**src/shared/aof_pkg.sv**
```systemverilog
// package: constants, types and helpers for the converter output formatter
// Summary of operation
// - stabilizer: rising edge only, own midpoint falling edge
// - stabilizer relocks on the 101st rise once stopped
// - output strap picks one of four output modes
// - format strap picks format and stabilizer
// - range flag marks over/under range per bus
// - forwarded clock is delayed copy of sample clock
// - bus A changes as clock A (single-ended) or fwd_clock (differential) falls, B rises
// - demux: clocks at half rate, bus B with A
// - full-rate: bus A only, bus B inactive
// - scramble: XOR LSB into every upper bit
// - dither value added, then subtracted from result
// - each result is a 16-bit word
`default_nettype none
package aof_pkg;
	localparam int          SAMPLE_W      = 16;
	localparam int          DITHER_W      = 8;
	localparam int          LFSR_W        = 32;
	localparam logic [31:0] LFSR_TAPS     = 32'h80200003;
	localparam logic [31:0] LFSR_SEED     = 32'h00000001;
	localparam int          PCLK_MHZ      = 100;
	localparam int          STOP_NS       = 2000;
	localparam int          CNT_W         = 9;
	localparam logic [8:0]  STOP_CYCLES   = 9'((STOP_NS * PCLK_MHZ + 999) / 1000);
	localparam int          LOCK_W        = 7;
	localparam logic [6:0]  LOCK_CYCLES   = 7'h64;
	localparam logic [1:0]  STRAP_SETTLE  = 2'h3;
	localparam int          PIN_W         = 24;
	localparam int          ADDR_W        = 8;
	localparam logic [7:0]  ADDR_CTRL     = 8'h00;
	localparam logic [7:0]  ADDR_STATUS   = 8'h04;
	localparam logic [7:0]  ADDR_IRQ_STAT = 8'h08;
	localparam logic [7:0]  ADDR_IRQ_MASK = 8'h0C;
	localparam logic [7:0]  ADDR_RESULT   = 8'h10;
	localparam int          CTRL_DITHER   = 0;
	localparam int          CTRL_OUT_EN   = 1;
	localparam logic [1:0]  CTRL_RESET    = 2'h2;
	localparam int          STAT_MODE_LSB = 0;
	localparam int          STAT_FMT      = 2;
	localparam int          STAT_STAB     = 3;
	localparam int          STAT_LOCK     = 4;
	localparam int          STAT_SCR      = 5;
	localparam int          RES_FLAG      = 16;
	localparam int          IRQ_W         = 3;
	localparam int          IRQ_RANGE     = 0;
	localparam int          IRQ_LOCK_LOST = 1;
	localparam int          IRQ_LOCK_GAIN = 2;

	// strap codes 0..3 stand for ground, 1/3, 2/3 and full supply
	typedef enum logic [1:0] {AOF_FULL_RATE, AOF_DEMUX, AOF_LP_DIFF, AOF_STD_DIFF} aof_out_mode_t;
	typedef enum logic {AOF_OFFSET_BIN, AOF_TWOS_COMP} aof_format_t;

	function automatic aof_format_t aof_format_of(input logic [1:0] strap);
		return strap[1] ? AOF_TWOS_COMP : AOF_OFFSET_BIN;
	endfunction

	function automatic logic aof_stab_of(input logic [1:0] strap);
		return strap[1] ^ strap[0];
	endfunction

	function automatic logic aof_single_ended(input aof_out_mode_t mode);
		return (mode == AOF_FULL_RATE) || (mode == AOF_DEMUX);
	endfunction
endpackage
`default_nettype wire

```
**src/shared/aof_stab_if.sv**
```systemverilog
// interface: edge events between the core and the duty cycle stabilizer
`timescale 1ns/100ps
`default_nettype none
interface aof_stab_if;
	logic enable;
	logic in_rise;
	logic in_fall;
	logic int_rise;
	logic int_fall;
	logic locked;
	modport stab (input enable, input in_rise, input in_fall, output int_rise, output int_fall, output locked);
	modport core (output enable, output in_rise, output in_fall, input int_rise, input int_fall, input locked);
endinterface
`default_nettype wire

```
**src/core/aof_duty_stab.sv**
```systemverilog
// module: duty cycle stabilizer and lock tracking for the sample clock
`timescale 1ns/100ps
`default_nettype none
module aof_duty_stab (
	// clock and reset
	input  wire logic   pclk,
	input  wire logic   presetn,
	// edge events
	aof_stab_if.stab    sif
);
	import aof_pkg::*;

	logic [CNT_W-1:0]  since_rise;
	logic [CNT_W-1:0]  half_period;
	logic [LOCK_W-1:0] lock_count;
	logic              stopped;
	logic              timing_ok;

	assign stopped   = (since_rise == STOP_CYCLES);
	assign timing_ok = sif.locked || !sif.enable;

	// measure the input period
	always_ff @(posedge pclk or negedge presetn) begin
		if (!presetn) begin
			since_rise  <= '0;
			half_period <= '0;
		end else if (sif.in_rise) begin
			since_rise  <= '0;
			half_period <= stopped ? '0 : CNT_W'((since_rise + 1'b1) >> 1);
		end else if (!stopped) begin
			since_rise <= since_rise + 1'b1;
		end
	end

	always_ff @(posedge pclk or negedge presetn) begin
		if (!presetn) begin
			lock_count <= '0;
			sif.locked <= 1'b0;
		end else if (stopped) begin
			lock_count <= '0;
			sif.locked <= 1'b0;
		end else if (sif.in_rise && !sif.locked) begin
			lock_count <= lock_count + 1'b1;
			sif.locked <= (lock_count == LOCK_CYCLES - 1'b1);
		end
	end

	// rising edge kept, falling edge made at midpoint
	assign sif.int_rise = sif.in_rise && timing_ok;
	assign sif.int_fall = timing_ok && (sif.enable ? (half_period != '0 && since_rise == half_period && !sif.in_rise)
		: sif.in_fall);
endmodule
`default_nettype wire

```
**src/core/aof_top.sv**
```systemverilog
// module: converter digital back end with output formatting and APB registers
`timescale 1ns/100ps
`default_nettype none
module aof_top (
	// clock and reset
	input  wire logic                    pclk,
	input  wire logic                    presetn,
	// apb slave
	input  wire logic [aof_pkg::ADDR_W-1:0] paddr,
	input  wire logic                    psel,
	input  wire logic                    penable,
	input  wire logic                    pwrite,
	input  wire logic [31:0]             pwdata,
	output logic      [31:0]             prdata,
	output logic                         pready,
	output logic                         pslverr,
	// sample clock, straps and converter core pins
	input  wire logic                    sample_clock_in,
	input  wire logic [1:0]              output_mode_strap,
	input  wire logic [1:0]              format_strap,
	input  wire logic                    scramble_enable,
	input  wire logic [aof_pkg::SAMPLE_W-1:0] raw_sample,
	input  wire logic                    raw_over_range,
	input  wire logic                    raw_under_range,
	// dither source
	output logic [aof_pkg::DITHER_W-1:0] dither_value,
	// output buses and clocks
	output logic [aof_pkg::SAMPLE_W-1:0] data_a,
	output logic [aof_pkg::SAMPLE_W-1:0] data_b,
	output logic                         range_flag_a,
	output logic                         range_flag_b,
	output logic                         fwd_clock_a,
	output logic                         fwd_clock_b,
	output logic                         fwd_clock,
	output logic                         range_flag,
	// interrupt
	output logic                         irq
);
	import aof_pkg::*;

	logic [PIN_W-1:0]    pin_s1;
	logic [PIN_W-1:0]    pin_s2;
	logic                clk_prev;
	logic                clk_s;
	logic                scr_s;
	logic                over_s;
	logic                under_s;
	logic [SAMPLE_W-1:0] sample_s;
	logic [1:0]          mode_strap_s;
	logic [1:0]          fmt_strap_s;
	logic [1:0]          settle;
	logic                straps_taken;
	aof_out_mode_t       mode;
	aof_format_t         fmt;
	logic                stab_on;
	logic [1:0]          ctrl;
	logic [IRQ_W-1:0]    irq_status;
	logic [IRQ_W-1:0]    irq_mask;
	logic [IRQ_W-1:0]    next_irq_status;
	logic [IRQ_W-1:0]    events;
	logic                locked_prev;
	logic [LFSR_W-1:0]   lfsr;
	logic [SAMPLE_W-1:0] word;
	logic                word_flag;
	logic [SAMPLE_W-1:0] hold_word;
	logic                hold_flag;
	logic                demux_phase;
	logic [SAMPLE_W-1:0] last_result;
	logic                last_flag;
	logic                se;
	logic                rise_go;
	logic                fall_go;
	logic                apb_take;
	logic                apb_done;
	logic                mapped;

	aof_stab_if stab_bus ();

	aof_duty_stab u_stab (
		.pclk    (pclk),
		.presetn (presetn),
		.sif     (stab_bus.stab)
	);

	// subtract dither, convert format, then scramble
	function automatic logic [SAMPLE_W-1:0] aof_shape(input logic [SAMPLE_W-1:0] raw,
		input logic [DITHER_W-1:0] dith, input aof_format_t f, input logic scr);
		logic [SAMPLE_W-1:0] v;
		v = raw - {{(SAMPLE_W-DITHER_W){1'b0}}, dith};
		if (f == AOF_TWOS_COMP) begin
			v[SAMPLE_W-1] = ~v[SAMPLE_W-1];
		end
		if (scr) begin
			v[SAMPLE_W-1:1] = v[SAMPLE_W-1:1] ^ {(SAMPLE_W-1){v[0]}};
		end
		return v;
	endfunction

	// two-stage synchroniser for every pin input
	always_ff @(posedge pclk or negedge presetn) begin
		if (!presetn) begin
			pin_s1   <= '0;
			pin_s2   <= '0;
			clk_prev <= 1'b0;
		end else begin
			pin_s1   <= {sample_clock_in, scramble_enable, raw_over_range, raw_under_range, raw_sample,
				output_mode_strap, format_strap};
			pin_s2   <= pin_s1;
			clk_prev <= pin_s2[PIN_W-1];
		end
	end

	assign clk_s        = pin_s2[PIN_W-1];
	assign scr_s        = pin_s2[PIN_W-2];
	assign over_s       = pin_s2[PIN_W-3];
	assign under_s      = pin_s2[PIN_W-4];
	assign sample_s     = pin_s2[SAMPLE_W+3:4];
	assign mode_strap_s = pin_s2[3:2];
	assign fmt_strap_s  = pin_s2[1:0];

	// straps caught once the synchroniser has settled after reset
	always_ff @(posedge pclk or negedge presetn) begin
		if (!presetn) begin
			settle       <= '0;
			straps_taken <= 1'b0;
			mode         <= AOF_FULL_RATE;
			fmt          <= AOF_OFFSET_BIN;
			stab_on      <= 1'b0;
		end else if (!straps_taken) begin
			settle <= settle + 1'b1;
			if (settle == STRAP_SETTLE) begin
				straps_taken <= 1'b1;
				mode         <= aof_out_mode_t'(mode_strap_s);
				fmt          <= aof_format_of(fmt_strap_s);
				stab_on      <= aof_stab_of(fmt_strap_s);
			end
		end
	end

	assign stab_bus.enable  = stab_on;
	assign stab_bus.in_rise = clk_s && !clk_prev && straps_taken;
	assign stab_bus.in_fall = !clk_s && clk_prev && straps_taken;
	assign rise_go          = stab_bus.int_rise && ctrl[CTRL_OUT_EN];
	assign fall_go          = stab_bus.int_fall && ctrl[CTRL_OUT_EN];
	assign se               = aof_single_ended(mode);

	assign word      = aof_shape(sample_s, dither_value, fmt, scr_s);
	assign word_flag = over_s || under_s;

	always_ff @(posedge pclk or negedge presetn) begin
		if (!presetn) begin
			lfsr         <= LFSR_SEED;
			dither_value <= '0;
		end else if (rise_go) begin
			lfsr         <= lfsr[0] ? ((lfsr >> 1) ^ LFSR_TAPS) : (lfsr >> 1);
			dither_value <= ctrl[CTRL_DITHER] ? lfsr[DITHER_W-1:0] : '0;
		end
	end

	// output buses and forwarded clocks
	always_ff @(posedge pclk or negedge presetn) begin
		if (!presetn) begin
			hold_word    <= '0;
			hold_flag    <= 1'b0;
			demux_phase  <= 1'b0;
			data_a       <= '0;
			data_b       <= '0;
			range_flag_a <= 1'b0;
			range_flag_b <= 1'b0;
			range_flag   <= 1'b0;
			fwd_clock_a  <= 1'b0;
			fwd_clock_b  <= 1'b0;
			fwd_clock    <= 1'b0;
		end else if (mode == AOF_DEMUX) begin
			// half-rate clocks, bus B with bus A
			if (rise_go) begin
				demux_phase <= !demux_phase;
				fwd_clock_a <= !demux_phase;
				fwd_clock_b <= demux_phase;
				if (!demux_phase) begin
					hold_word <= word;
					hold_flag <= word_flag;
				end else begin
					// alternate samples on A then B
					data_a       <= hold_word;
					range_flag_a <= hold_flag;
					data_b       <= word;
					range_flag_b <= word_flag;
				end
			end
		end else begin
			data_b       <= '0;
			range_flag_b <= 1'b0;
			demux_phase  <= 1'b0;
			if (rise_go) begin
				hold_word <= word;
				hold_flag <= word_flag;
				fwd_clock_a <= se;
				fwd_clock_b <= 1'b0;
				fwd_clock   <= !se;
			end else if (fall_go) begin
				// bus A changes as clock A (single-ended) or fwd_clock (differential) falls
				data_a       <= hold_word;
				range_flag_a <= se && hold_flag;
				range_flag   <= !se && hold_flag;
				fwd_clock_a  <= 1'b0;
				fwd_clock_b  <= se;
				fwd_clock    <= 1'b0;
			end
		end
	end

	// last result for software
	always_ff @(posedge pclk or negedge presetn) begin
		if (!presetn) begin
			last_result <= '0;
			last_flag   <= 1'b0;
			locked_prev <= 1'b0;
		end else begin
			locked_prev <= stab_bus.locked;
			if (rise_go) begin
				last_result <= word;
				last_flag   <= word_flag;
			end
		end
	end

	assign events[IRQ_RANGE]     = rise_go && word_flag;
	assign events[IRQ_LOCK_LOST] = locked_prev && !stab_bus.locked;
	assign events[IRQ_LOCK_GAIN] = !locked_prev && stab_bus.locked;

	// apb handshake: one wait cycle, answer in second access cycle
	assign apb_take = psel && penable && !pready;
	assign apb_done = psel && penable && pready;
	assign mapped   = (paddr == ADDR_CTRL) || (paddr == ADDR_STATUS) || (paddr == ADDR_IRQ_STAT)
		|| (paddr == ADDR_IRQ_MASK) || (paddr == ADDR_RESULT);

	// sticky status: set wins over write-one clear
	always_comb begin
		next_irq_status = irq_status;
		if (apb_done && pwrite && paddr == ADDR_IRQ_STAT) begin
			next_irq_status = irq_status & ~pwdata[IRQ_W-1:0];
		end
		next_irq_status = next_irq_status | events;
	end

	always_ff @(posedge pclk or negedge presetn) begin
		if (!presetn) begin
			irq_status <= '0;
			irq        <= 1'b0;
		end else begin
			irq_status <= next_irq_status;
			irq        <= |(next_irq_status & irq_mask);
		end
	end

	// register writes
	always_ff @(posedge pclk or negedge presetn) begin
		if (!presetn) begin
			ctrl     <= CTRL_RESET;
			irq_mask <= '0;
		end else if (apb_done && pwrite) begin
			if (paddr == ADDR_CTRL) begin
				ctrl <= pwdata[1:0];
			end
			if (paddr == ADDR_IRQ_MASK) begin
				irq_mask <= pwdata[IRQ_W-1:0];
			end
		end
	end

	// register reads and answer
	always_ff @(posedge pclk or negedge presetn) begin
		if (!presetn) begin
			pready  <= 1'b0;
			pslverr <= 1'b0;
			prdata  <= '0;
		end else begin
			pready  <= apb_take;
			pslverr <= apb_take && !mapped;
			prdata  <= '0;
			if (apb_take && !pwrite) begin
				unique case (paddr)
					ADDR_CTRL: begin
						prdata[1:0] <= ctrl;
					end
					ADDR_STATUS: begin
						prdata[STAT_MODE_LSB+1:STAT_MODE_LSB] <= mode;
						prdata[STAT_FMT]  <= fmt;
						prdata[STAT_STAB] <= stab_on;
						prdata[STAT_LOCK] <= stab_bus.locked;
						prdata[STAT_SCR]  <= scr_s;
					end
					ADDR_IRQ_STAT: begin
						prdata[IRQ_W-1:0] <= irq_status;
					end
					ADDR_IRQ_MASK: begin
						prdata[IRQ_W-1:0] <= irq_mask;
					end
					ADDR_RESULT: begin
						prdata[SAMPLE_W-1:0] <= last_result;
						prdata[RES_FLAG]     <= last_flag;
					end
					default: begin
						prdata <= '0;
					end
				endcase
			end
		end
	end
endmodule
`default_nettype wire

```
**config.mk**
```make
export PLATFORM = sky130hd
export DESIGN_NAME = aof_top
export DESIGN_NICKNAME = d
export VERILOG_FILES = /design/src/shared/aof_pkg.sv /design/src/shared/aof_stab_if.sv /design/src/core/aof_duty_stab.sv /design/src/core/aof_top.sv
export SDC_FILE = /design/constraint.sdc
export NUM_CORES = 1
export LEC_CHECK = 0
export ABC_CLOCK_PERIOD_IN_PS = 5800
export BUFFER_PORTS_ARGS = -buffer_cell sky130_fd_sc_hd__buf_2
export CELL_PAD_IN_SITES_DETAIL_PLACEMENT = 0
export CELL_PAD_IN_SITES_GLOBAL_PLACEMENT = 1
export CORE_ASPECT_RATIO = 1.4
export CORE_MARGIN = 2
export CORE_UTILIZATION = 48
export CTS_CLUSTER_DIAMETER = 100
export CTS_CLUSTER_SIZE = 12
export DETAILED_ROUTE_END_ITERATION = 12
export PLACE_DENSITY = 0.95
export SLEW_MARGIN = 20
export SYNTH_ARGS = -nofsm -noshare
export SYNTH_HDL_FRONTEND = slang
export SYNTH_HIERARCHICAL = 1
export SYNTH_SLANG_ARGS = --single-unit
export TNS_END_PERCENT = 20
```
**constraint.sdc**
```tcl
create_clock -name pclk -period 5.8 [get_ports pclk]
set_clock_uncertainty 0.2 [all_clocks]
set_input_delay 0.58 -clock pclk [delete_from_list [all_inputs] [get_ports pclk]]
set_output_delay 0.58 -clock pclk [all_outputs]
set_load 0.05 [all_outputs]
```
==> reports/summary.json, run 1 <==
{
  "grt_first_pass_wirelength_mm": 30.1,
  "cts_hold_buffers": 24,
  "diodes": 0,
  "initial_core_util": 0.490,
  "insertion_delay_ns": 0.49,
  "ios": 150,
  "min_period_over_period": 0.716,
  "area.growth.synth_to_final_pct": 17.2,
  "placed_cells": 1135,
  "filler_cell_count": 1531,
  "synth.top_cells.by_count": "dfrtp_1, nand2_1, nor2_1",
  "vias": 6152,
  "grt_start_max_net_pins": 131,
  "yosys-mux-area-fraction": 0.0602,
  "rr_worst_depth": 12,
  "cts.clk_slew.worst_paths_ns": 0.06,
  "synth_edf_count": 0,
  "report.final.slew_viol_count": 0,
  "drt-vias-per-instance": 5.17,
  "post-cts-setup-buffer-count": 0,
  "avg_inst_size_synth_um2": 11.3,
  "drt.antenna.violating_nets": 0,
  "drv_cap": 0,
  "post-synth-top-area-fraction": 0.604,
  "timing.final.crit_period_ns": 4.15,
  "fp.coreArea_mm2": 0.0187,
  "fin_total_pwr_mw": 3.24,
  "synth.most_common_cell": "dfrtp_1",
  "post_synth_main_area_contributors": "dfrtp_1, nand2_1, mux2_2",
  "grt_antenna_before_repair": 0,
  "multiInputGateArea_mm2": 0.00332,
  "final_cell_count_no_fill": 1189,
  "grt_overflow_total": 0,
  "drt-wirelength-per-cell_um": 15.4,
  "synth-async-reset-ratio": 1.00,
  "result_of_the_run": "finished, final reports clean",
  "slew_headroom": 0.281,
  "yosys.cell_types.count": 61,
  "dpl.hpwl_mm": 12.4,
  "power_density_mw_per_mm2": 302,
  "yosys_most_used_dff": "dfrtp_1",
  "synth-seq-area-share": 0.609,
  "worstHoldPathType": "in2reg",
  "synth_adder_area_share": 0.0213,
  "leakage_power_nw": 5.31,
  "critPathMaxFanout": 57,
  "initialDrtViolationCount": 415,
  "synth.cell_area_mm2": 0.00916,
  "finalWeightedCongestion": 0.822,
  "die_x_um": 121,
  "crit_path_start_kind": "flip-flop",
  "finalSetupViolations": 0,
  "synth_simple_gate_area_share": 0.151,
  "hold_slack_ns": 0.0164,
  "drt_drc_violations_left": 0,
  "cts-htree-levels": 1,
  "synth.ff_latch_count": 223,
  "max-clock-path-buffers": 3,
  "placed_cell_area_mm2": 0.00988,
  "numPortBuffers": 105,
  "detail_route.wirelength_mm": 18.3,
  "die_area_mm2": 0.0202,
  "ir_drop_mv": 0.181,
  "numCtsBuffers": 22,
  "worst_pin_slew_ns": 1.07,
  "clockRootBuffer": "clkbuf_16",
  "drive_above_1_share": 0.210,
  "num_rows": 59,
  "drt_pre_antenna_iters": 4,
  "finalHoldViolations": 0,
  "critPathKind": "reg2reg",
  "ys.warnings.count": 6,
  "cp.arrival_ns": 4.38,
  "tritoncts": "done",
  "synthesized_area_fraction_occupied_by_ao_oa_aoi_and_oai_cells": 0.0750,
  "clock_sinks": 223,
  "layout.area.seq_mm2": 0.00558,
  "post-synth-top-area-cell": "dfrtp_1",
  "global_route_usage_over_all_layers": 0.185,
  "num-nets-final": 1023,
  "required_ns": 6.02,
  "peak_clock_frequency_supported_by_timing_mhz": 241,
  "final_area_mm2": 0.0107,
  "die-height_um": 167,
  "cts_resized": 0,
  "synthesis.instances": 812,
  "total_neg_setup_slack_ns": 0,
  "type_of_element_capturing_the_critical_path": "flip-flop",
  "post_synthesis_xor_xnor_area_fraction": 0.0469,
  "via_count_of_the_first_global_routing_pass": 6148,
  "hold_path_depth": 1,
  "rsz0062_at_grt": "false",
  "largest_family_of_logic_cells_by_synthesized_area": "simple AND/OR/NAND/NOR gates"
}
==> logic make-up (layout without fill, tap and decap cells) <==
logic type,Yosys count,in the layout
XOR/XNOR,49,49
buffers and inverters,70,189
multiplexers,50,50
AO/OA/AOI/OAI,110,110
other,1,15
adder cells (fa/ha/maj),15,15
flip-flops,223,223
AND/OR/NAND/NOR,294,294
==> layout by cell type (no fill, tap or decap), drive strengths merged, types with 7 or more instances in the layout <==
cell	netlist	layout
a21oi	21	21
a22o	8	8
and2	14	14
buf	19	111
clkbuf	27	29
conb	1	15
dfrtp	221	221
dlygate4sd3	0	24
ha	14	14
inv	24	24
mux2	41	41
mux2i	9	9
nand2	145	145
nand3	18	18
nor2	45	45
nor3	15	15
nor4	9	9
o21ai	41	41
o31ai	8	8
or2	7	7
xnor2	35	35
xor2	14	14
==> sequential cells by signal, summed over array words and instances, names as in the netlist, 2 cells and up <==
name,flops
ctrl,2
data_a,16
data_b,16
dither_value,8
hold_word,16
irq_mask,3
irq_status,3
last_result,16
lfsr,32
mode,2
pin_s1,24
pin_s2,24
prdata,17
settle,2
u_stab/half_period,8
u_stab/lock_count,7
u_stab/since_rise,9
==> worst paths after layout <==
check                          startpoint              endpoint  slack [ns]
min                        raw_sample[13]            pin_s1[17]        0.02
max in group asynchronous         presetn            data_a[14]        3.82
max                          straps_taken            data_b[15]        1.65
max reg2reg                  straps_taken            data_b[15]        1.65
min in group asynchronous         presetn  u_stab/since_rise[7]        0.48
min reg2reg                    pin_s1[23]            pin_s2[23]        0.14
==> power breakdown <==
part	internal (mW)	leakage [nW]	switching (mW)
sequential	1.62	2.95	0.0643
clock	0.711	0.291	0.533
combinational	0.118	2.07	0.191
==> final cells by class <==
cell class	instances	share of cell area
Sequential cell	223	0.520
Timing Repair Buffer	135	0.0776
Tap cell	244	0.0284
Clock inverter	1	0.000699
Multi-Input combinational cell	533	0.309
Inverter	24	0.00839
Clock buffer	29	0.0557
==> critical path, stage by stage, from the launching register on <==
cell and delay (ns):
dfrtp_1 0.44, nand2_1 0.08, nor2_1 0.10, buf_4 0.28, inv_1 0.20, a21oi_1 0.19
and2_2 0.16, buf_4 0.46, inv_2 0.50, ha_1 0.42, or2_2 0.41, or4_1 0.54
nand3_1 0.08
==> metal layers <==
layer	vias to the layer above	track usage	part of all wire
met5	-	0	0
met4	0	0.0657	0.028
met3	32	0.0341	0.050
met2	148	0.324	0.52
met1	3025	0.227	0.41
li1	2947	-	-
==> metrics by stage <==
stage               worst slack (ns)  utilization
floorplan                       2.35            -
global placement                1.69        0.529
detailed placement              1.69        0.529
CTS                             1.64        0.575
global route                    1.32        0.575
finish                          1.65        0.575
(Power assumes the default switching activity.)
==> inputs of run 2 (changes only) <==
ABC_CLOCK_PERIOD_IN_PS = 3600   (was 5800)
CORE_UTILIZATION = 40   (was 48)
PLACE_DENSITY = 0.85   (was 0.95)
clock period = 3.6 ns   (was 5.8 ns; I/O delays follow)
==> run 2 against run 1 <==
Routed wire length grew 0.20%. Die area grew 19%. Critical path type unchanged. Largest power group unchanged. Register-to-register slack lost 0.80 ns. Highest routed layer unchanged. Sequential cell count is the same. Critical endpoint is now hold_word[15]. Non-clock buffer count grew 10.
==> reports/summary.json, run 2 (synthesized netlist as in run 1, its figures left out) <==
{
  "result_of_the_run": {"value": "finished, final reports clean", "change": "unchanged"},
  "cts_resized": {"value": 0, "change": "unchanged"},
  "clockRootBuffer": {"value": "clkbuf_16", "change": "unchanged"},
  "worstHoldPathType": {"value": "in2reg", "change": "unchanged"},
  "crit_start": {"value": "dither_value[7]", "change": "was straps_taken"},
  "grt_first_pass_wirelength": {"value": 30.8, "unit": "mm", "change": "was 30.1 mm"},
  "initial_core_util": {"value": 0.407, "change": "was 0.490"},
  "routed_wl_met3": {"value": 886, "unit": "µm", "change": "was 918 µm"},
  "numCtsBuffers": {"value": 22, "change": "unchanged"},
  "mostFrequentLayoutCell": {"value": "dfrtp_1", "change": "unchanged"},
  "via_count_of_the_first_global_routing_pass": {"value": 6256, "change": "was 6148"},
  "register_with_the_most_flip_flops": {"value": "lfsr", "change": "unchanged"},
  "global_route_usage_over_all_layers": {"value": 0.155, "change": "was 0.185"},
  "type_of_element_capturing_the_critical_path": {"value": "flip-flop", "change": "unchanged"},
  "required": {"value": 3.81, "unit": "ns", "change": "was 6.02 ns"},
  "power_density": {"value": 485, "unit": "mW/mm²", "change": "was 302 mW/mm²"},
  "peak_clock_frequency_supported_by_timing": {"value": 363, "unit": "MHz", "change": "was 241 MHz"},
  "insertion_delay": {"value": 0.49, "unit": "ns", "change": "about the same"},
  "diodes": {"value": 0, "change": "unchanged"},
  "critical-path-top-cell-by-count": {"value": "or4_4", "change": "was buf_4"},
  "num_rows": {"value": 65, "change": "was 59"},
  "vias": {"value": 6118, "change": "was 6152"},
  "area.growth.synth_to_final": {"value": 19.3, "unit": "%", "change": "was 17.2%"},
  "finalWeightedCongestion": {"value": 0.805, "change": "was 0.822"},
  "critPathBufInv": {"value": 1, "change": "was 4"},
  "finalSetupViolations": {"value": 0, "change": "unchanged"},
  "min_from": {"value": "pwrite", "change": "was raw_sample[13]"},
  "grt_antenna_before_repair": {"value": 0, "change": "unchanged"},
  "total_neg_setup_slack": {"value": 0, "unit": "ns", "change": "unchanged"},
  "tritoncts": {"value": "done", "change": "unchanged"},
  "cp.arrival": {"value": 2.97, "unit": "ns", "change": "was 4.38 ns"},
  "largest_register_ffs": {"value": 32, "change": "unchanged"},
  "num-nets-final": {"value": 1033, "change": "was 1023"},
  "m1WireLength": {"value": 7.77, "unit": "mm", "change": "was 7.43 mm"},
  "drive_above_1_share": {"value": 0.208, "change": "was 0.210"},
  "critPathKind": {"value": "reg2reg", "change": "unchanged"},
  "timing.critical_path.slowest_cell_delay": {"value": 0.46, "unit": "ns", "change": "was 0.54 ns"},
  "mostFrequentLayoutCells": {"value": "dfrtp_1, nand2_1, buf_2, nor2_1", "change": "unchanged"},
  "crit_path_cell_trace": {"value": "inv_1 -> ha_1 -> or4_4 -> or4_4 -> or3_4 -> or3_1 -> a31oi_1", "change": "was nand2_1 -> nor2_1 -> buf_4 -> inv_1 -> a21oi_1 -> and2_2 -> buf_4 -> inv_2 -> ha_1 -> or2_2 -> or4_1 -> nand3_1"},
  "drt.antenna.violating_nets": {"value": 0, "change": "unchanged"},
  "drt-vias-per-instance": {"value": 4.83, "change": "was 5.17"},
  "filler_cell_count": {"value": 2042, "change": "was 1531"},
  "cts-htree-levels": {"value": 1, "change": "unchanged"},
  "drv_cap": {"value": 0, "change": "unchanged"},
  "min_period_over_period": {"value": 0.766, "change": "was 0.716"},
  "max-clock-path-buffers": {"value": 3, "change": "unchanged"},
  "fp.coreArea": {"value": 0.0225, "unit": "mm²", "change": "was 0.0187 mm²"},
  "die_area": {"value": 0.0241, "unit": "mm²", "change": "was 0.0202 mm²"},
  "routed.top_layer": {"value": "met4", "change": "unchanged"},
  "crit_path_start_kind": {"value": "flip-flop", "change": "unchanged"},
  "ir_drop": {"value": 0.322, "unit": "mV", "change": "was 0.181 mV"},
  "finish.utilization": {"value": 0.485, "change": "was 0.575"},
  "rsz0062_at_grt": {"value": "false", "change": "unchanged"},
  "worst_path_dominant_cell_family": {"value": "simple AND/OR/NAND/NOR gates", "change": "was buffers and inverters"},
  "timing.final.crit_period": {"value": 2.76, "unit": "ns", "change": "was 4.15 ns"},
  "grt_start_max_net_pins": {"value": 92, "change": "was 131"},
  "report.final.slew_viol_count": {"value": 0, "change": "unchanged"},
  "leakage_power": {"value": 5.37, "unit": "nW", "change": "was 5.31 nW"},
  "dpl.hpwl": {"value": 13.0, "unit": "mm", "change": "was 12.4 mm"},
  "drt_pre_antenna_iters": {"value": 4, "change": "unchanged"},
  "detail_route.wirelength": {"value": 18.3, "unit": "mm", "change": "about the same"},
  "cts.clk_slew.worst_paths": {"value": 0.06, "unit": "ns", "change": "about the same"},
  "route.met2.wl": {"value": 9.17, "unit": "mm", "change": "was 9.45 mm"},
  "cell_with_the_largest_stage_delay_on_the_worst_path": {"value": "or4_4", "change": "was or4_1"},
  "ios": {"value": 150, "change": "unchanged"},
  "die-height": {"value": 183, "unit": "µm", "change": "was 167 µm"},
  "drt_drc_violations_left": {"value": 0, "change": "unchanged"},
  "critPathMaxFanout": {"value": 5, "change": "was 57"},
  "dp_worst_setup_slack": {"value": 0.869, "unit": "ns", "change": "was 1.69 ns"},
  "reg_top3": {"value": "lfsr: 32 flops, pin_s1: 24 flops, pin_s2: 24 flops", "change": "unchanged"},
  "clock_sinks": {"value": 223, "change": "unchanged"},
  "drt-wirelength-per-cell": {"value": 14.5, "unit": "µm", "change": "was 15.4 µm"},
  "finalHoldViolations": {"value": 0, "change": "unchanged"},
  "regToRegStartpoint": {"value": "dither_value[7]", "change": "was straps_taken"},
  "timing.final.ws_setup": {"value": 0.843, "unit": "ns", "change": "was 1.65 ns"},
  "initialDrtViolationCount": {"value": 377, "change": "was 415"},
  "worst_pin_slew": {"value": 1.05, "unit": "ns", "change": "was 1.07 ns"},
  "die_x": {"value": 132, "unit": "µm", "change": "was 121 µm"},
  "numPortBuffers": {"value": 105, "change": "unchanged"},
  "grt_overflow_total": {"value": 0, "change": "unchanged"},
  "slew_headroom": {"value": 0.295, "change": "was 0.281"}
}
## run 2: cell types whose count changed in the layout (fill, tap and decap cells not counted)
| cell | before | now |
|---|---|---|
| buf_4 | 5 | 9 |
| clkbuf_1 | 6 | 16 |
| dlygate4sd3_1 | 24 | 30 |
| nor3_1 | 13 | 14 |
| nor3_2 | 2 | 1 |
## run 2: layout make-up
| cell class | instances | area, µm² | share of cell area |
|---|---|---|---|
| Sequential cell | 223 | 5580 | 0.511 |
| Multi-Input combinational cell | 533 | 3310 | 0.303 |
| Timing Repair Buffer | 145 | 923 | 0.0845 |
| Clock buffer | 39 | 636 | 0.0582 |
| Tap cell | 301 | 377 | 0.0345 |
| Inverter | 24 | 90.1 | 0.00824 |
| Clock inverter | 1 | 7.51 | 0.000687 |
## run 2: where the power goes
group	internal (mW)	switching (mW)
logic	0.195	0.305
registers	2.62	0.105
clock network	1.19	0.893
total	4.00	1.30
## run 2: path summary, 6_finish.rpt
check	cells after the start	endpoint	slack, ns
min in group asynchronous	2	fwd_clock_a	0.24
max	7	hold_word[15]	0.84
max reg2reg	7	hold_word[15]	0.84
max in group asynchronous	3	data_a[7]	2.08
min	3	prdata[4]	0.07
min reg2reg	0	pin_s2[21]	0.15
## run 2: per-stage QoR
stage	hold slack, ns	instances	total power [mW]	instance area (µm²)
after global placement	0.133	1196	3.24	9990
after CTS	0.0554	1266	5.37	10900
final	0.0666	1266	5.30	10900
after global routing	0.0932	1266	5.54	10900
after detailed placement	0.135	1196	3.25	9990
after floorplan	-0.136	826	3.08	9210
## run 2: tightest hold or removal path, stage by stage
cell and delay (ns):
buf_2 0.09, or3_1 0.20, nor2_1 0.07
## run 2: what timing repair did
item / in CTS / in global routing
buffers inserted: 0 / 0
hold buffers: 30 / 0
hold endpoints to repair: 111 / 0
## run 2: routing by layer
layer  track usage  vias to the layer above
li1              -                     2976
met4        0.0565                        0
met1         0.194                     2983
met2         0.270                      125
met5             0                        -
met3        0.0276                       34
==> inputs of run 3 (changes only) <==
ABC_AREA = 1   (was default)
ABC_CLOCK_PERIOD_IN_PS = 2400   (was 3600)
CORE_UTILIZATION = 39   (was 40)
PLACE_DENSITY = 0.86   (was 0.85)
clock period = 2.4 ns   (was 3.6 ns; I/O delays follow)
==> run 3 against run 2 <==
Global-route usage rose by 1.1 points. Largest power group unchanged. Register-to-register slack worse by 0.64 ns. Combinational power up 69%. Via count grew 12%.
==> reports/summary.json, run 3 <==
{
  "drt_pre_antenna_iters": {"value": 4, "change": "unchanged"},
  "drive_above_1_share": {"value": 0.179, "change": "was 0.208"},
  "post_synth_main_area_contributors": {"value": "dfrtp_1, nand2_1, inv_1", "change": "was dfrtp_1, nand2_1, mux2_2"},
  "ir_drop": {"value": 0.520, "unit": "mV", "change": "was 0.322 mV"},
  "fp.coreArea": {"value": 0.0241, "unit": "mm²", "change": "was 0.0225 mm²"},
  "synth.most_common_cell": {"value": "nand2_1", "change": "was dfrtp_1"},
  "vias": {"value": 6860, "change": "was 6118"},
  "post-synth-top-area-fraction": {"value": 0.578, "change": "was 0.604"},
  "report.final.slew_viol_count": {"value": 0, "change": "unchanged"},
  "numPortBuffers": {"value": 105, "change": "unchanged"},
  "synth_edf_count": {"value": 0, "change": "unchanged"},
  "die_x": {"value": 136, "unit": "µm", "change": "was 132 µm"},
  "finalHoldViolations": {"value": 0, "change": "unchanged"},
  "drt_drc_violations_left": {"value": 0, "change": "unchanged"},
  "final_area": {"value": 0.0115, "unit": "mm²", "change": "was 0.0109 mm²"},
  "drt.antenna.violating_nets": {"value": 0, "change": "unchanged"},
  "dpl.hpwl": {"value": 14.9, "unit": "mm", "change": "was 13.0 mm"},
  "yosys_most_used_dff": {"value": "dfrtp_1", "change": "unchanged"},
  "filler_cell_count": {"value": 2242, "change": "was 2042"},
  "final_cell_count_no_fill": {"value": 1497, "change": "was 1266"},
  "die_area": {"value": 0.0258, "unit": "mm²", "change": "was 0.0241 mm²"},
  "grt_first_pass_wirelength": {"value": 34.3, "unit": "mm", "change": "was 30.8 mm"},
  "num-nets-final": {"value": 1255, "change": "was 1033"},
  "mostFrequentLayoutCell": {"value": "nand2_1", "change": "was dfrtp_1"},
  "drt-vias-per-instance": {"value": 4.58, "change": "was 4.83"},
  "grt_start_max_net_pins": {"value": 61, "change": "was 92"},
  "placed_cell_area": {"value": 0.0105, "unit": "mm²", "change": "was 0.00999 mm²"},
  "detail_route.wirelength": {"value": 20.6, "unit": "mm", "change": "was 18.3 mm"},
  "tritoncts": {"value": "done", "change": "unchanged"},
  "die-height": {"value": 189, "unit": "µm", "change": "was 183 µm"},
  "num_rows": {"value": 67, "change": "was 65"},
  "cts-htree-levels": {"value": 1, "change": "unchanged"},
  "synthesis.instances": {"value": 1019, "change": "was 812"},
  "worstHoldPathType": {"value": "in2reg", "change": "unchanged"},
  "multiInputGateArea": {"value": 0.00340, "unit": "mm²", "change": "was 0.00331 mm²"},
  "timing.final.ws_setup": {"value": 0.207, "unit": "ns", "change": "was 0.843 ns"},
  "largest_register_ffs": {"value": 32, "change": "unchanged"},
  "clock_sinks": {"value": 223, "change": "unchanged"},
  "ios": {"value": 150, "change": "unchanged"},
  "register_with_the_most_flip_flops": {"value": "lfsr", "change": "unchanged"},
  "peak_clock_frequency_supported_by_timing": {"value": 456, "unit": "MHz", "change": "was 363 MHz"},
  "required": {"value": 2.58, "unit": "ns", "change": "was 3.81 ns"},
  "cts.clk_slew.worst_paths": {"value": 0.06, "unit": "ns", "change": "about the same"},
  "yosys.cell_types.count": {"value": 49, "change": "was 61"},
  "synth.cell_area": {"value": 0.00957, "unit": "mm²", "change": "was 0.00916 mm²"},
  "dp_worst_setup_slack": {"value": 0.116, "unit": "ns", "change": "was 0.869 ns"},
  "via_count_of_the_first_global_routing_pass": {"value": 6898, "change": "was 6256"},
  "insertion_delay": {"value": 0.50, "unit": "ns", "change": "was 0.49 ns"},
  "power_density": {"value": 701, "unit": "mW/mm²", "change": "was 485 mW/mm²"},
  "leakage_power": {"value": 5.78, "unit": "nW", "change": "was 5.37 nW"},
  "layout.area.seq": {"value": 0.00558, "unit": "mm²", "change": "unchanged"},
  "avg_inst_size_synth": {"value": 9.39, "unit": "µm²", "change": "was 11.3 µm²"},
  "result_of_the_run": {"value": "finished, final reports clean", "change": "unchanged"},
  "synth-async-reset-ratio": {"value": 1.00, "change": "unchanged"},
  "grt_antenna_before_repair": {"value": 0, "change": "unchanged"},
  "critPathMaxFanout": {"value": 4, "change": "was 5"},
  "diodes": {"value": 0, "change": "unchanged"},
  "clockRootBuffer": {"value": "clkbuf_16", "change": "unchanged"},
  "initialDrtViolationCount": {"value": 362, "change": "was 377"},
  "placed_cells": {"value": 1426, "change": "was 1196"},
  "timing.final.crit_period": {"value": 2.19, "unit": "ns", "change": "was 2.76 ns"},
  "numCtsBuffers": {"value": 22, "change": "unchanged"},
  "type_of_element_capturing_the_critical_path": {"value": "flip-flop", "change": "unchanged"},
  "post-synth-top-area-cell": {"value": "dfrtp_1", "change": "unchanged"},
  "fin_total_pwr": {"value": 8.03, "unit": "mW", "change": "was 5.30 mW"},
  "mostFrequentLayoutCells": {"value": "nand2_1, dfrtp_1, buf_2, inv_1, nand3_1", "change": "was dfrtp_1, nand2_1, buf_2, nor2_1"},
  "rsz0062_at_grt": {"value": "false", "change": "unchanged"},
  "drv_cap": {"value": 0, "change": "unchanged"},
  "total_neg_setup_slack": {"value": 0, "unit": "ns", "change": "unchanged"},
  "global_route_usage_over_all_layers": {"value": 0.167, "change": "was 0.155"},
  "initial_core_util": {"value": 0.398, "change": "was 0.407"},
  "cp.arrival": {"value": 2.37, "unit": "ns", "change": "was 2.97 ns"},
  "finalWeightedCongestion": {"value": 0.861, "change": "was 0.805"},
  "reg_top3": {"value": "lfsr: 32 flops, pin_s1: 24 flops, pin_s2: 24 flops", "change": "unchanged"},
  "finalSetupViolations": {"value": 0, "change": "unchanged"},
  "area.growth.synth_to_final": {"value": 19.7, "unit": "%", "change": "was 19.3%"},
  "crit_path_start_kind": {"value": "flip-flop", "change": "unchanged"},
  "synth-seq-area-share": {"value": 0.583, "change": "was 0.609"},
  "ys.warnings.count": {"value": 6, "change": "unchanged"},
  "synth.ff_latch_count": {"value": 223, "change": "unchanged"},
  "min_period_over_period": {"value": 0.914, "change": "was 0.766"},
  "drt-wirelength-per-cell": {"value": 13.8, "unit": "µm", "change": "was 14.5 µm"},
  "grt_overflow_total": {"value": 0, "change": "unchanged"},
  "synth.top_cells.by_count": {"value": "nand2_1, dfrtp_1, inv_1", "change": "was dfrtp_1, nand2_1, nor2_1"},
  "critPathKind": {"value": "reg2reg", "change": "unchanged"},
  "max-clock-path-buffers": {"value": 3, "change": "unchanged"}
}
-- run 3: cell types whose count changed in the layout (fill, tap and decap cells not counted), sizes merged, moves of 14 or more --
cell and delta:
nor2 +19, xnor2 -14, mux2 -40, nand3 +51, inv +78, o21ai +37
and2 -14, nand2 +186
-- run 3: kinds of logic (layout without fill, tap and decap cells) --
group / count (synthesis) / after routing / share of synthesized area
simple gates: 496 / 496 / 0.231
flops: 223 / 223 / 0.583
buf+inv: 144 / 298 / 0.0698
compound gates: 106 / 106 / 0.0595
xor+xnor: 33 / 33 / 0.0341
fa+ha+maj: 15 / 15 / 0.0204
other cells: 1 / 15 / 0.000392
mux: 1 / 1 / 0.00118
-- run 3: through the flow --
step / hold slack [ns] / utilization
after floorplan: -0.256 / -
after global placement: 0.0163 / 0.436
after detailed placement: 0.0230 / 0.436
after CTS: 0.00498 / 0.476
after global routing: 0.0174 / 0.476
final: 0.0178 / 0.476
-- run 3: worst max-delay path, stage by stage, from the launching register on --
cell	delay, ns
dfrtp_1	0.40
ha_1	0.24
fa_1	0.41
inv_1	0.10
nand2_1	0.06
nand3_1	0.14
nand2_1	0.10
nand2_1	0.07
nand2_1	0.08
nand3_1	0.20
nand2_1	0.08
-- run 3: final timing paths --
kind	startpoint	endpoint	slack, ns	depth (start not counted)
max	dither_value[0]	last_result[14]	0.21	10
min	paddr[0]	prdata[3]	0.02	6
max reg2reg	dither_value[0]	last_result[14]	0.21	10
min reg2reg	pin_s1[13]	pin_s2[13]	0.14	0
max in group asynchronous	presetn	lfsr[0]	1.27	3
min in group asynchronous	presetn	u_stab/half_period[2]	0.05	2
-- run 3: layout make-up --
cell class / count / share of cell area
Tap cell: 310 / 0.0339
Sequential cell: 223 / 0.487
Clock buffer: 39 / 0.0555
Multi-Input combinational cell: 666 / 0.297
Clock inverter: 1 / 0.000655
Inverter: 103 / 0.0341
Timing Repair Buffer: 155 / 0.0917
-- run 3: power breakdown --
part           leakage (nW)  total, mW  switching, mW  internal (mW)
sequential             2.94       4.03          0.125           3.90
combinational          2.54      0.845          0.547          0.298
clock                 0.302       3.15           1.37           1.79
total                  5.78       8.03           2.04           5.99
-- run 3: layer usage --
| metal | global-route usage | share of wire |
|---|---|---|
| met1 | 0.204 | 0.42 |
| met2 | 0.289 | 0.50 |
| met3 | 0.0268 | 0.044 |
| met4 | 0.0701 | 0.037 |
| met5 | 0 | 0 |
-- run 3: timing repair --
item / 4_1_cts / 5_1_grt
endpoints found under the hold margin: 259 / 0
setup buffers: 0 / 0
hold buffers: 31 / 0
endpoints found under the setup margin: 0 / 17
gates resized for setup: 0 / 3
